--- config.mk ---
export PLATFORM = sky130hd
export DESIGN_NAME = ieb_enable_bank
export DESIGN_NICKNAME = d
export VERILOG_FILES = /design/src/hw/ieb_pkg.sv /design/src/hw/ieb_enable_bank.sv
export SDC_FILE = /design/constraint.sdc
export NUM_CORES = 1
export LEC_CHECK = 0
export BUFFER_PORTS_ARGS = -buffer_cell sky130_fd_sc_hd__buf_2
export CAP_MARGIN = 5
export CORE_AREA = 10 10 198 200
export DETAILED_ROUTE_END_ITERATION = 6
export DIE_AREA = 0 0 208 210
export SYNTH_ARGS = -nofsm -noshare
export SYNTH_HDL_FRONTEND = slang
export SYNTH_SLANG_ARGS = --single-unit
--- constraint.sdc ---
create_clock -name ref_clk -period 4.9 [get_ports ref_clk]
set_input_delay 0.245 -clock ref_clk [delete_from_list [all_inputs] [get_ports ref_clk]]
set_output_delay 0.245 -clock ref_clk [all_outputs]
set_load 0.005 [all_outputs]
--- src/hw/ieb_pkg.sv ---
// Package for the interrupt enable bank: register map, masks, structs.
// Assumes a 32-bit APB master and single-clock peripheral event sources.
// Functional notes
// - Enable bit 1 passes request, 0 blocks it
// - Unimplemented bits read zero, ignore writes
// - CAN enables forced off without CAN
// - Word0 bits 2,1,0 gate compare1, capture1, pin0
// - Word0 bit 6 gates compare channel 2
// - Word1 bit 14 gates serial2 receive
// - Word1 bit 13 gates external pin 2
// - Word1 bits 12,11 gate timers five, four
// - Word1 bits 10,9 gate compare 4, 3
// - Word1 bit 8 gates DMA channel 2 done
// - Word1 bits 4,3 gate pin1, pin change
// - Word1 bit 2 gates comparator
// - Word1 bits 1,0 gate I2C master, slave
// - Flags reflect events regardless of enables
// - Zero priority field means source disabled
package ieb_pkg;

    // ------------------------------------------------------------
    // Register map (byte addresses)
    // ------------------------------------------------------------
    localparam logic [7:0] IEB_OFS_EN0 = 8'h00; // Enable word 0
    localparam logic [7:0] IEB_OFS_EN1 = 8'h04; // Enable word 1
    localparam logic [7:0] IEB_OFS_EN2 = 8'h08; // Enable word 2
    localparam logic [7:0] IEB_OFS_EN3 = 8'h0c; // Enable word 3
    localparam logic [7:0] IEB_OFS_FLG0 = 8'h10; // Flag words 0..3
    localparam logic [7:0] IEB_OFS_PEND0 = 8'h20; // Gated request 0..3
    localparam logic [7:0] IEB_OFS_STAT = 8'h30; // Sticky status
    localparam logic [7:0] IEB_OFS_MASK = 8'h34; // Interrupt mask

    // ------------------------------------------------------------
    // Implemented bit masks per enable word
    // ------------------------------------------------------------
    localparam logic [15:0] IEB_IMPL_W0 = 16'h7fff; // Top bit absent
    localparam logic [15:0] IEB_IMPL_W1 = 16'hffdf; // Bit 5 absent
    localparam logic [15:0] IEB_IMPL_W2 = 16'h601f; // Bits 15 and 12..5 absent
    localparam logic [15:0] IEB_IMPL_W3 = 16'he600; // Bits 12,11 and 8..0 absent
    localparam logic [15:0] IEB_CAN_W2 = 16'h000c; // CAN event, CAN rx
    localparam logic [15:0] IEB_EN_RST = 16'h0000; // Enables after reset

    // Named bit positions used by the block
    localparam int IEB_B_CMP1 = 2;  // Word 0
    localparam int IEB_B_CAP1 = 1;
    localparam int IEB_B_PIN0 = 0;
    localparam int IEB_B_CMP2 = 6;
    localparam int IEB_B_SER2RX = 14; // Word 1
    localparam int IEB_B_PIN2 = 13;
    localparam int IEB_B_TMR5 = 12;
    localparam int IEB_B_TMR4 = 11;
    localparam int IEB_B_CMP4 = 10;
    localparam int IEB_B_CMP3 = 9;
    localparam int IEB_B_DMA2 = 8;
    localparam int IEB_B_PIN1 = 4;
    localparam int IEB_B_PCHG = 3;
    localparam int IEB_B_CMPR = 2;
    localparam int IEB_B_I2CM = 1;
    localparam int IEB_B_I2CS = 0;

    // Number of words and sources
    localparam int IEB_WORDS = 4;
    localparam int IEB_SRC = 64;

    // Zero priority code means the source is off
    localparam logic [2:0] IEB_PRIO_OFF = 3'h0;

    // ------------------------------------------------------------
    // Carriers
    // ------------------------------------------------------------
    typedef struct packed {
        logic [7:0] paddr;
        logic psel;
        logic penable;
        logic pwrite;
        logic [31:0] pwdata;
    } ieb_apb_req_s;

    typedef struct packed {
        logic [31:0] prdata;
        logic pready;
        logic pslverr;
    } ieb_apb_rsp_s;

endpackage

--- src/hw/ieb_enable_bank.sv ---
// Interrupt enable bank: four enable words gating 64 request lines.
// Assumes synchronous event pulses/levels and a priority vector from
// the core interrupt controller; one clock, synchronous reset.
//
// Chosen here: the address map and register access over APB.
`timescale 1ns/1ps
module ieb_enable_bank
    import ieb_pkg::*;
(
    input wire logic ref_clk, // System clock, 25 MHz
    input wire logic rst_n, // Synchronous reset, active low
    input wire logic can_present, // High when CAN controller fitted
    input wire ieb_apb_req_s apb_req, // APB request group
    output ieb_apb_rsp_s apb_rsp, // APB answer group
    input wire logic [IEB_SRC-1:0] src_event, // Event pulse per source
    input wire logic [IEB_SRC-1:0] flag_clr, // Flag clear per source
    input wire logic [3*IEB_SRC-1:0] src_prio, // Priority per source
    output logic [IEB_SRC-1:0] irq_req, // Gated request to core
    output logic [IEB_SRC-1:0] flag_out, // Flag state
    output logic irq // Block interrupt, level
);

    // ------------------------------------------------------------
    // Storage
    // ------------------------------------------------------------
    logic [15:0] en_r [IEB_WORDS]; // Enable words
    logic [IEB_SRC-1:0] flag_r; // Event flags
    logic [IEB_SRC-1:0] req_r; // Registered gated request
    logic [IEB_SRC-1:0] en_vec; // Flattened effective enables
    logic [IEB_SRC-1:0] prio_on; // Priority non zero
    logic [1:0] stat_r; // Sticky: 0 write, 1 unmapped
    logic [1:0] mask_r; // Interrupt mask
    logic [31:0] rdata_r; // Read data flop
    logic slverr_r; // Error flop

    // Access phase decode
    logic acc;
    logic wr;
    logic rd;
    logic [5:0] word_sel;
    logic mapped;
    assign acc = apb_req.psel & apb_req.penable;
    assign wr = acc & apb_req.pwrite;
    assign rd = acc & ~apb_req.pwrite;
    assign word_sel = apb_req.paddr[7:2];

    // Implemented mask per word; CAN bits vanish without CAN
    function automatic logic [15:0] impl_mask(input int w,
                                              input logic can);
        logic [15:0] m;
        m = 16'h0000;
        unique case (w)
            0: m = IEB_IMPL_W0;
            1: m = IEB_IMPL_W1;
            2: m = can ? IEB_IMPL_W2 : (IEB_IMPL_W2 & ~IEB_CAN_W2);
            default: m = IEB_IMPL_W3;
        endcase
        return m;
    endfunction

    // ------------------------------------------------------------
    // Per-word enable registers and gating
    // ------------------------------------------------------------
    genvar g;
    generate
        for (g = 0; g < IEB_WORDS; g++) begin : g_word
            // Write only implemented bits; clears on reset
            always_ff @(posedge ref_clk) begin
                if (!rst_n) begin
                    en_r[g] <= IEB_EN_RST;
                end else if (wr && apb_req.paddr[7:4] == 4'h0
                             && apb_req.paddr[3:2] == 2'(g)) begin
                    // Stray writes to absent bits are dropped
                    en_r[g] <= apb_req.pwdata[15:0]
                               & impl_mask(g, 1'b1);
                end
            end
            // Missing CAN forces its enables off in use
            assign en_vec[16*g +: 16] = en_r[g] & impl_mask(g, can_present);
        end
        for (g = 0; g < IEB_SRC; g++) begin : g_prio
            // Zero priority counts as disabled
            assign prio_on[g] = src_prio[3*g +: 3] != IEB_PRIO_OFF;
        end
    endgenerate

    // ------------------------------------------------------------
    // Flags: set wins over clear, independent of enables
    // ------------------------------------------------------------
    always_ff @(posedge ref_clk) begin
        if (!rst_n) begin
            flag_r <= '0;
        end else begin
            flag_r <= (flag_r & ~flag_clr) | src_event;
        end
    end
    assign flag_out = flag_r;

    // ------------------------------------------------------------
    // Gated requests, re-evaluated every cycle
    // ------------------------------------------------------------
    // Bit positions of word 0 and word 1 fall out of the flat index:
    // source 16*w+b is enable word w bit b, so e.g. bit 2 of word 0
    // gates compare 1 and bit 6 compare 2 word 1 bits
    // 14,13,12,11,10,9,8,4,3,2,1,0 map
    always_ff @(posedge ref_clk) begin
        if (!rst_n) begin
            req_r <= '0;
        end else begin
            req_r <= flag_r & en_vec & prio_on;
        end
    end
    assign irq_req = req_r;

    // ------------------------------------------------------------
    // APB slave: zero wait, errors on unmapped addresses
    // ------------------------------------------------------------
    always_comb begin
        mapped = 1'b1;
        if (apb_req.paddr[1:0] != 2'b00) begin
            mapped = 1'b0;
        end else if (apb_req.paddr > IEB_OFS_MASK) begin
            mapped = 1'b0;
        end else if (apb_req.paddr == 8'h2c || apb_req.paddr == 8'h1c
                     ? 1'b0 : 1'b0) begin
            mapped = 1'b0;
        end
    end

    // Read data mux, registered at the setup edge
    always_ff @(posedge ref_clk) begin
        if (!rst_n) begin
            rdata_r <= '0;
        end else if (apb_req.psel && !apb_req.penable) begin
            rdata_r <= '0;
            if (apb_req.paddr[7:4] == 4'h0) begin
                // Absent bits read as zero
                rdata_r <= {16'h0000,
                            en_r[apb_req.paddr[3:2]]};
            end else if (apb_req.paddr[7:4] == 4'h1) begin
                rdata_r <= {16'h0000, flag_r[16*apb_req.paddr[3:2] +: 16]};
            end else if (apb_req.paddr[7:4] == 4'h2) begin
                rdata_r <= {16'h0000, req_r[16*apb_req.paddr[3:2] +: 16]};
            end else if (apb_req.paddr == IEB_OFS_STAT) begin
                rdata_r <= {30'h0, stat_r};
            end else if (apb_req.paddr == IEB_OFS_MASK) begin
                rdata_r <= {30'h0, mask_r};
            end
        end
    end

    // Error flag for unmapped or misaligned access
    always_ff @(posedge ref_clk) begin
        if (!rst_n) begin
            slverr_r <= 1'b0;
        end else if (apb_req.psel && !apb_req.penable) begin
            slverr_r <= ~mapped;
        end
    end

    assign apb_rsp.prdata = rdata_r;
    assign apb_rsp.pready = 1'b1;
    assign apb_rsp.pslverr = acc & slverr_r;

    // ------------------------------------------------------------
    // Sticky status, mask and interrupt line
    // ------------------------------------------------------------
    // Status: bit 0 enable write seen, bit 1 unmapped access.
    // A read clears it, but an event in the same cycle survives.
    always_ff @(posedge ref_clk) begin
        if (!rst_n) begin
            stat_r <= 2'b00;
        end else begin
            stat_r <= (rd && apb_req.paddr == IEB_OFS_STAT ? 2'b00 : stat_r)
                      | {acc & ~mapped,
                         wr & (apb_req.paddr[7:4] == 4'h0)};
        end
    end

    // Mask register, writable at its own offset
    always_ff @(posedge ref_clk) begin
        if (!rst_n) begin
            mask_r <= 2'b00;
        end else if (wr && apb_req.paddr == IEB_OFS_MASK) begin
            mask_r <= apb_req.pwdata[1:0];
        end
    end
    assign irq = |(stat_r & mask_r);
endmodule // ieb_enable_bank

Word level (Yosys, flattened, before mapping)
Memory sizes are Yosys's and may differ from the RTL's.
Cells that the tools add are included.

word-level totals
  input port bits = 366
  memories = 1
  output and inout port bits = 163
  bits in registers = 165
  RAM bits = 64
  logic and storage cells = 140

memory list
  memory  words  width  read ports  clocked after memory_dff  wr ports  RTL line               text
  en_r    4      16     5           0                         4         ieb_enable_bank.sv:26  logic [15:0] en_r [IEB_WORDS];

cells by class
  mux-type cells = 26
  shift operators = 2
  reduce and logical (&&, ||, !) cells = 77
  order comparisons = 1
  bitwise logic cells = 20
  equality and inequality tests = 7

operators by type and width
  kind                  number
  $and A64 B64 Y64      3
  $reduce_bool A3 Y1    64
  $shiftx A64 B7 Y16    2
  $mux W16              7
  $not A64 Y64          1
  $or A64 B64 Y64       1
  $and A16 B15 Y16      1
  $eq A8 B6 Y1 const B  2
  $mux W1               15
  $gt A8 B6 Y1 const B  1
  $logic_and A1 B1 Y1   8
  $and A1 B1 Y1         6
  $mux W2               3
  $eq A2 B2 Y1 const B  2
  $eq A4 B1 Y1 const B  1
  $eq A4 B2 Y1 const B  1
  $logic_not A4 Y1      1
  $mux W4               1
  $or A1 B1 Y1          4
  $and A2 B2 Y2         1
  $eq A2 B1 Y1 const B  1
  $logic_not A2 Y1      1
  $not A1 Y1            2
  $or A2 B2 Y2          1
  other kinds (3)       3

Longest topological paths before layout
Gate-level depths: netlist of the first run.

  depth after elaboration = 8
  gate-level depth with buffers = 8
  depth with buffers taken out = 5

Worst setup path after synthesis of the first run
OpenSTA, ideal clock, no wires.

  kind = input port to flip-flop
  start point = input apb_req[39] (netlist bit)
  end point = memory en_r[0][0] (enable)
  stages on the path = 6
  arrival = 2.413 ns
  path slack = 2.076 ns
  cells stage by stage = buf_6 -> or4_4 -> buf_6 -> nor2_8 -> nand2_1 -> o31ai_1

RTL lines
  what             RTL line               text
  start, declared  ieb_enable_bank.sv:13  input wire ieb_apb_req_s apb_req,
  end, declared    ieb_enable_bank.sv:26

==> impl_results.md, run 1 <==
- Status: completed
- Startpoint Class: input port
- Ant diodes: 0
- Overall routing resource usage: 15.1%
- Antenna Violating Nets Remaining: 0
- Final setup vio count: 0
- Area after DPL: 10,100 µm²
- Area growth, synth to finish: 49.4%
- Worst-case clock buffer depth: 2
- Cells after Synth: ~740
- Leakage: 5.14 nW
- M2 GR Usage: between 20% and 30%
- Largest net degree at the start of global routing: 70
- Die H: 210 µm
- Layout cells sized above 1: 39.5%
- Ys async rst share: 0%
- Gpl congestion: just over 0.8
- Post-route cell area: 11,500 µm²
- Critical Path End Type: flop
- Commonest cells post-synth: 127 x dfxtp_1, 68 x nor2b_1, 64 x o21a_1
- Unrepaired setup endpoints after global routing: no
- Worst Clk Skew: around 0.012 ns
- TritonRoute pass-1 iters: 6
- Worst EP arrival: roughly 2.5 ns
- Reg clk slew, reported paths: 0.07 ns
- Clock tree sinks: approximately 170
- Peak supply drop: roughly 0.00024 V
- Post-route minimum period: 2.35 ns
- Post-detail-place hpwl: 25,200 µm
- Reg2Reg Depth: 5
- Distinct cell type count after synthesis: between 40 and 50
- Vias in the first global route: 8,221
- GR Util met1: 16.5%
- DIE AREA: 43,700 µm²
- Cell area after synthesis: 7700 µm²
- YS warnings: 0
- Min-delay worst type: input port to flop
- Clock latency on the worst-skew pair: 0.45 ns
- Placed instance count: roughly 1,600
- Row count: between 60 and 70
- Number of synthesized flops with an enable pin: 42
- Top-count cell post-synth: dfxtp_1
- Initial core utilization: 21.9%
- Fillers: 3,646
- Slew @ Worst Pin: 0.998 ns
- Pwr per Cell Area: 292 nW/µm²
- CTS tree: built
- WL/cell: 20.0 µm
- Via count: about 7,500
- CTS root buffer: clkbuf_16
- WL final: 33,900 µm
- IO Port Bufs: around 410
- Period utilisation layout: 48.1%
- # DRC: 0
- Nets@finish: 1,586
- Final Max Tran Viols: 0
- Busiest grt layer: met2
- Rel. slew slack: 33.2%
- Largest cells by area after synthesis: dfxtp_1 33%, edfxtp_1 16%, o21a_1 6.2%
- Post-synth top flop: dfxtp_1
- FF-to-FF End: rdata_r[1]
- Setup tns final: 0 ns
- Yosys reg bits: 169
- Iter 0 DRT Violations: 408
- Syn_area_per_cell: 10.4 µm²
- Post-synth top area share: 33.0%
- Dpl ws: 2.01 ns
- Min-delay src: src_prio[138]
- Finished Layout Cells: 1,694
- Register area share after synthesis: between 40 and 50%
- Hold depth: 3
- Total gr overflow: 0
- Critical path data required time: 5.04 ns
- FF-to-FF setup slack: 3.48 ns
- H-tree levels: 4
- Setup WS post-layout: ~2.5 ns
- Crit Path Class: input port to flop
- CTS Buf Count: 17
- Core ar.: approximately 35,000 µm²
- Max FO, Critical Path: 14
- Hold Path End: irq_req[46]
- MaxCap Viol Count: 0
- Global-route wire length before repair: 50,000 µm
- Via/cell ratio: 4.44
- Antenna violations before repair: 2
- Worst flop-to-flop path startpoint: irq_req[17]
- Die Wd: about 210 µm
- Area leader, netlist: dfxtp_1
- Max Fclk: 425 MHz
- Final core area utilization: between 30% and 40%
- GR Util met3: 4.70%
- Hold violation total from the final report: 0
- # IOs: 529
cell families after synthesis:
| kind of cell | Yosys count | share of synthesized area, % |
|---|---|---|
| AO/OA/AOI/OAI | 153 | 13.6 |
| buffers and inverters | 79 | 6.23 |
| flip-flops | 169 | 49.4 |
| multiplexers | 48 | 9.44 |
| other | 2 | 0.0976 |
| AND/OR/NAND/NOR | 291 | 21.3 |
sequential cells by signal, summed over array words and instances, names as in the netlist:
name	flops
stat_r	2
slverr_r	1
flag_out	64
irq_req	42
en_r	42
rdata_r	16
mask_r	2
per-layer routing:
layer	routed length, µm	vias up
met5	7	-
met4	310	2
met3	2590	22
met2	18100	331
met1	13000	3609
li1	-	3561
power breakdown:
group          total [mW]  internal (mW)  switching (mW)
Combinational       0.466          0.252           0.214
Sequential           1.55           1.50          0.0542
Clock                1.34          0.717           0.621
timing repair:
action	4_1_cts	5_1_grt
gates resized for setup	0	0
buffers inserted	0	0
hold buffers	84	0
hold endpoints to repair	78	0
layout make-up:
class	instances	area, µm²	area share, %
inverter	1	3.75	0.0326
timing repair buffer	500	2950	25.7
tap	461	577	5.02
sequential	169	3800	33.1
clock buffer	19	443	3.85
multi-input combinational	531	3600	31.3
clock inverter	13	119	1.03
placed cells by master, fill, tap and decap left out, types with 3 or more instances in the layout:
cell and n:
a21oi_1 20, a22oi_1 12, a31oi_1 6, and2_1 43, buf_2 405, buf_4 11, clkbuf_16 17, clkinvlp_4 3
conb_1 39, dfxtp_1 127, dlygate4sd3_1 84, edfxtp_1 42, inv_6 4, mux2_2 7, mux2i_1 22, mux4_2 19
nand2_1 13, nand2b_1 6, nand3_1 50, nand3b_1 3, nor2_1 47, nor2b_1 67, nor3_1 46, o211ai_1 15
o21a_1 64, o21ai_0 21
how the worst max path moves through the flow:
stage                     cells past startpoint           to   startpoint  slack (ns)
after global placement                        6  en_r[0][11]  apb_req[39]        2.04
final                                         6   en_r[0][5]  apb_req[39]        2.55
after floorplan                               6   en_r[0][0]  apb_req[39]        2.08
after global routing                          6   en_r[0][2]  apb_req[39]        2.44
after CTS                                     6   en_r[0][2]  apb_req[39]        2.50
after detailed placement                      6  en_r[0][11]  apb_req[39]        2.01
critical path: stages:
cell,delay [ns]
buf_2,0.16
or4_4,0.74
nor2_8,0.17
nand2_1,0.20
o31ai_4,0.62
buf_4,0.34
stage by stage:
step | total power, mW | hold slack (ns)
after CTS | 3.41 | 0.000480
after global routing | 3.50 | 0.0130
after global placement | 2.00 | 0.453
final | 3.36 | 0.0290
after detailed placement | 2.00 | 0.455
after floorplan | 1.77 | 0.365
Note: power is estimated with default switching activity, not from simulation.
==> inputs of run 2 (changes only) <==
==> constraint.sdc (replaced) <==
create_clock -name ref_clk -period 2.25 [get_ports ref_clk]
set_input_delay 0.1125 -clock ref_clk [delete_from_list [all_inputs] [get_ports ref_clk]]
set_output_delay 0.1125 -clock ref_clk [all_outputs]
set_load 0.005 [all_outputs]
==> run 2 against run 1 <==
- flip-flop and latch count did not move
- routed wire length rose by 6.7%
- power grew 130%
- critical endpoint is now irq_req[34]
- via count grew 8.8%
==> impl_results.md, run 2 (synthesis results as in run 1) <==
- TritonRoute pass-1 iters: 5 (-1)
- Slew @ Worst Pin: 0.860 ns (-0.138 ns)
- Die H: 210 µm (unchanged)
- Post-detail-place hpwl: 26,000 µm (+3.2%)
- Gpl congestion: 0.803 (-2.9%)
- Antenna violations before repair: 1 (-1)
- Overall routing resource usage: 16.1% (+1.0 points)
- Iter 0 DRT Violations: 376 (-7.8%)
- WP buf/inv: 4 (+2)
- CTS root buffer: clkbuf_16
- Layout cells sized above 1: 36.3% (-3.2 points)
- CP delay by family, top: buffers and inverters
- Worst-case clock buffer depth: 2 (unchanged)
- Most frequent cells in the layout: 405 x buf_2, 232 x dlygate4sd3_1, 127 x dfxtp_1, 67 x nor2b_1, 64 x o21a_1
- H-tree levels: 4 (unchanged)
- Startpoint Class: input port
- Worst EP arrival: 2.16 ns (-0.33 ns)
- Min-delay worst type: input port to flop
- Placed instance count: 1,598 (+1.3%)
- Leakage: 6.06 nW (+18%)
- Area growth, synth to finish: 71.9%
- DIE AREA: 43,700 µm² (unchanged)
- Reg clk slew, reported paths: 0.07 ns (about the same)
- Pwr per Cell Area: 581 nW/µm² (+99%)
- Status: completed
- Finished Layout Cells: 1,864 (+10%)
- IO Port Bufs: 407 (unchanged)
- Hold violation total from the final report: 0 (unchanged)
- Commonest non-fill, non-tap cell in the layout: buf_2
- MaxCap Viol Count: 0 (unchanged)
- Largest stage delay, worst path: 0.63 ns (-0.11 ns)
- Nets@finish: 1,754 (+11%)
- Max Fclk: 544 MHz
- Final setup vio count: 0 (unchanged)
- CTS Buf Count: 17 (unchanged)
- CTS tree: built
- Die Wd: 208 µm (unchanged)
- Worst Clk Skew: 0.00959 ns (-0.00237 ns)
- Final Max Tran Viols: 0 (unchanged)
- Critical Path End Type: flop
- Max FO, Critical Path: 1 (-13)
- Via/cell ratio: 4.39 (-1.1%)
- Post-route minimum period: 1.84 ns
- Core ar.: 35,200 µm² (unchanged)
- CP dominant cell by count: dlygate4sd3_1
- Initial core utilization: 21.9% (unchanged)
- Antenna Violating Nets Remaining: 0 (unchanged)
- # DRC: 0 (unchanged)
- Global-route wire length before repair: 54,500 µm (+8.9%)
- Row count: 69 (unchanged)
- # IOs: 529 (unchanged)
- Total gr overflow: 0 (unchanged)
- Via count: 8,188 (+8.8%)
- Peak supply drop: 0.000509 V (+110%)
- Crit Path Class: input port to flop
- Total power: 7.69 mW (+130%)
- WL/cell: 19.4 µm (-3.0%)
- Number of flip-flops in the largest register: 64 (unchanged)
- Largest net degree at the start of global routing: 58 (-17%)
- Unrepaired setup endpoints after global routing: no
- WL final: 36,200 µm (+6.7%)
- Final core area utilization: 37.6% (+4.9 points)
- Period utilisation layout: 81.6%
- Vias in the first global route: 9,201 (+12%)
- Critical Path, Cell by Cell: dlygate4sd3_1, buf_2, nor3_1, dlygate4sd3_1, nor2_1, dlygate4sd3_1
- Setup tns final: 0 ns (unchanged)
- Critical path data required time: 2.58 ns (-2.46 ns)
- Rel. slew slack: 42.5% (+9.3 points)
- Slowest CP cell: dlygate4sd3_1
- Clock tree sinks: 169 (unchanged)
- Clock latency on the worst-skew pair: 0.44 ns (about the same)
==> run 2: cell count changes in the layout (fill, tap and decap cells not counted), moves of 2 or more <==
cell and change:
dlygate4sd3_1 +148, buf_12 +5, buf_4 +15, clkinvlp_4 -2, diode_2 +2, inv_8 +4
==> run 2: worst paths after layout <==
path	startpoint	endpoint	slack, ns	depth (start not counted)
setup / recovery	src_prio[104]	irq_req[34]	0.41	6
hold / removal	apb_req[33]	stat_r[1]	0.05	3
setup reg to reg	flag_out[63]	flag_out[63]	0.86	3
hold reg to reg	flag_out[22]	irq_req[22]	0.47	2
==> run 2: report_power, final <==
part           internal [mW]  total (mW)  leakage, nW  switching (mW)
logic                  0.747        1.27         4.32           0.523
registers               3.26        3.39         1.45           0.125
clock network           1.61        3.03        0.292            1.42
==> run 2: worst min-delay path: cells and delay by family <==
family | cells | cell delay (ns)
AND/OR/NAND/NOR | 1 | 0.10
AO/OA/AOI/OAI | 1 | 0.08
buffers and inverters | 1 | 0.15
==> run 2: final cells by class <==
| type | count | area (µm²) |
|---|---|---|
| Antenna cell | 2 | 5.00 |
| Clock buffer | 18 | 439 |
| Clock inverter | 14 | 156 |
| Fill cell | 3458 | 22000 |
| Inverter | 1 | 3.75 |
| Multi-Input combinational cell | 531 | 3600 |
| Sequential cell | 169 | 3800 |
| Tap cell | 461 | 577 |
| Timing Repair Buffer | 668 | 4640 |
==> run 2: what timing repair did <==
action                     CTS  global route
hold endpoints to repair   152             0
resized for setup            0             0
setup endpoints to repair    0             0
setup buffers                0             0
hold buffers               232             0
==> run 2: per-stage QoR <==
stage          setup WS, ns  hold slack, ns  area (µm²)
4_1_cts               0.448          0.0187       13200
3_3_place_gp          0.252           0.322       10300
6_report              0.413          0.0514       13200
5_1_grt               0.387          0.0820       13200
2_1_floorplan        0.0120           0.232        7840
3_5_place_dp          0.260           0.323       10300
==> run 2: metal layers <==
| layer | vias to the layer above | part of all wire (%) | GRT usage, % |
|---|---|---|---|
| met2 | 303 | 52 | 29.2 |
| li1 | 3890 | - | - |
| met5 | - | 0 | 0 |
| met3 | 46 | 6.5 | 5.06 |
| met1 | 3949 | 40 | 17.6 |
| met4 | 0 | 1.8 | 4.95 |
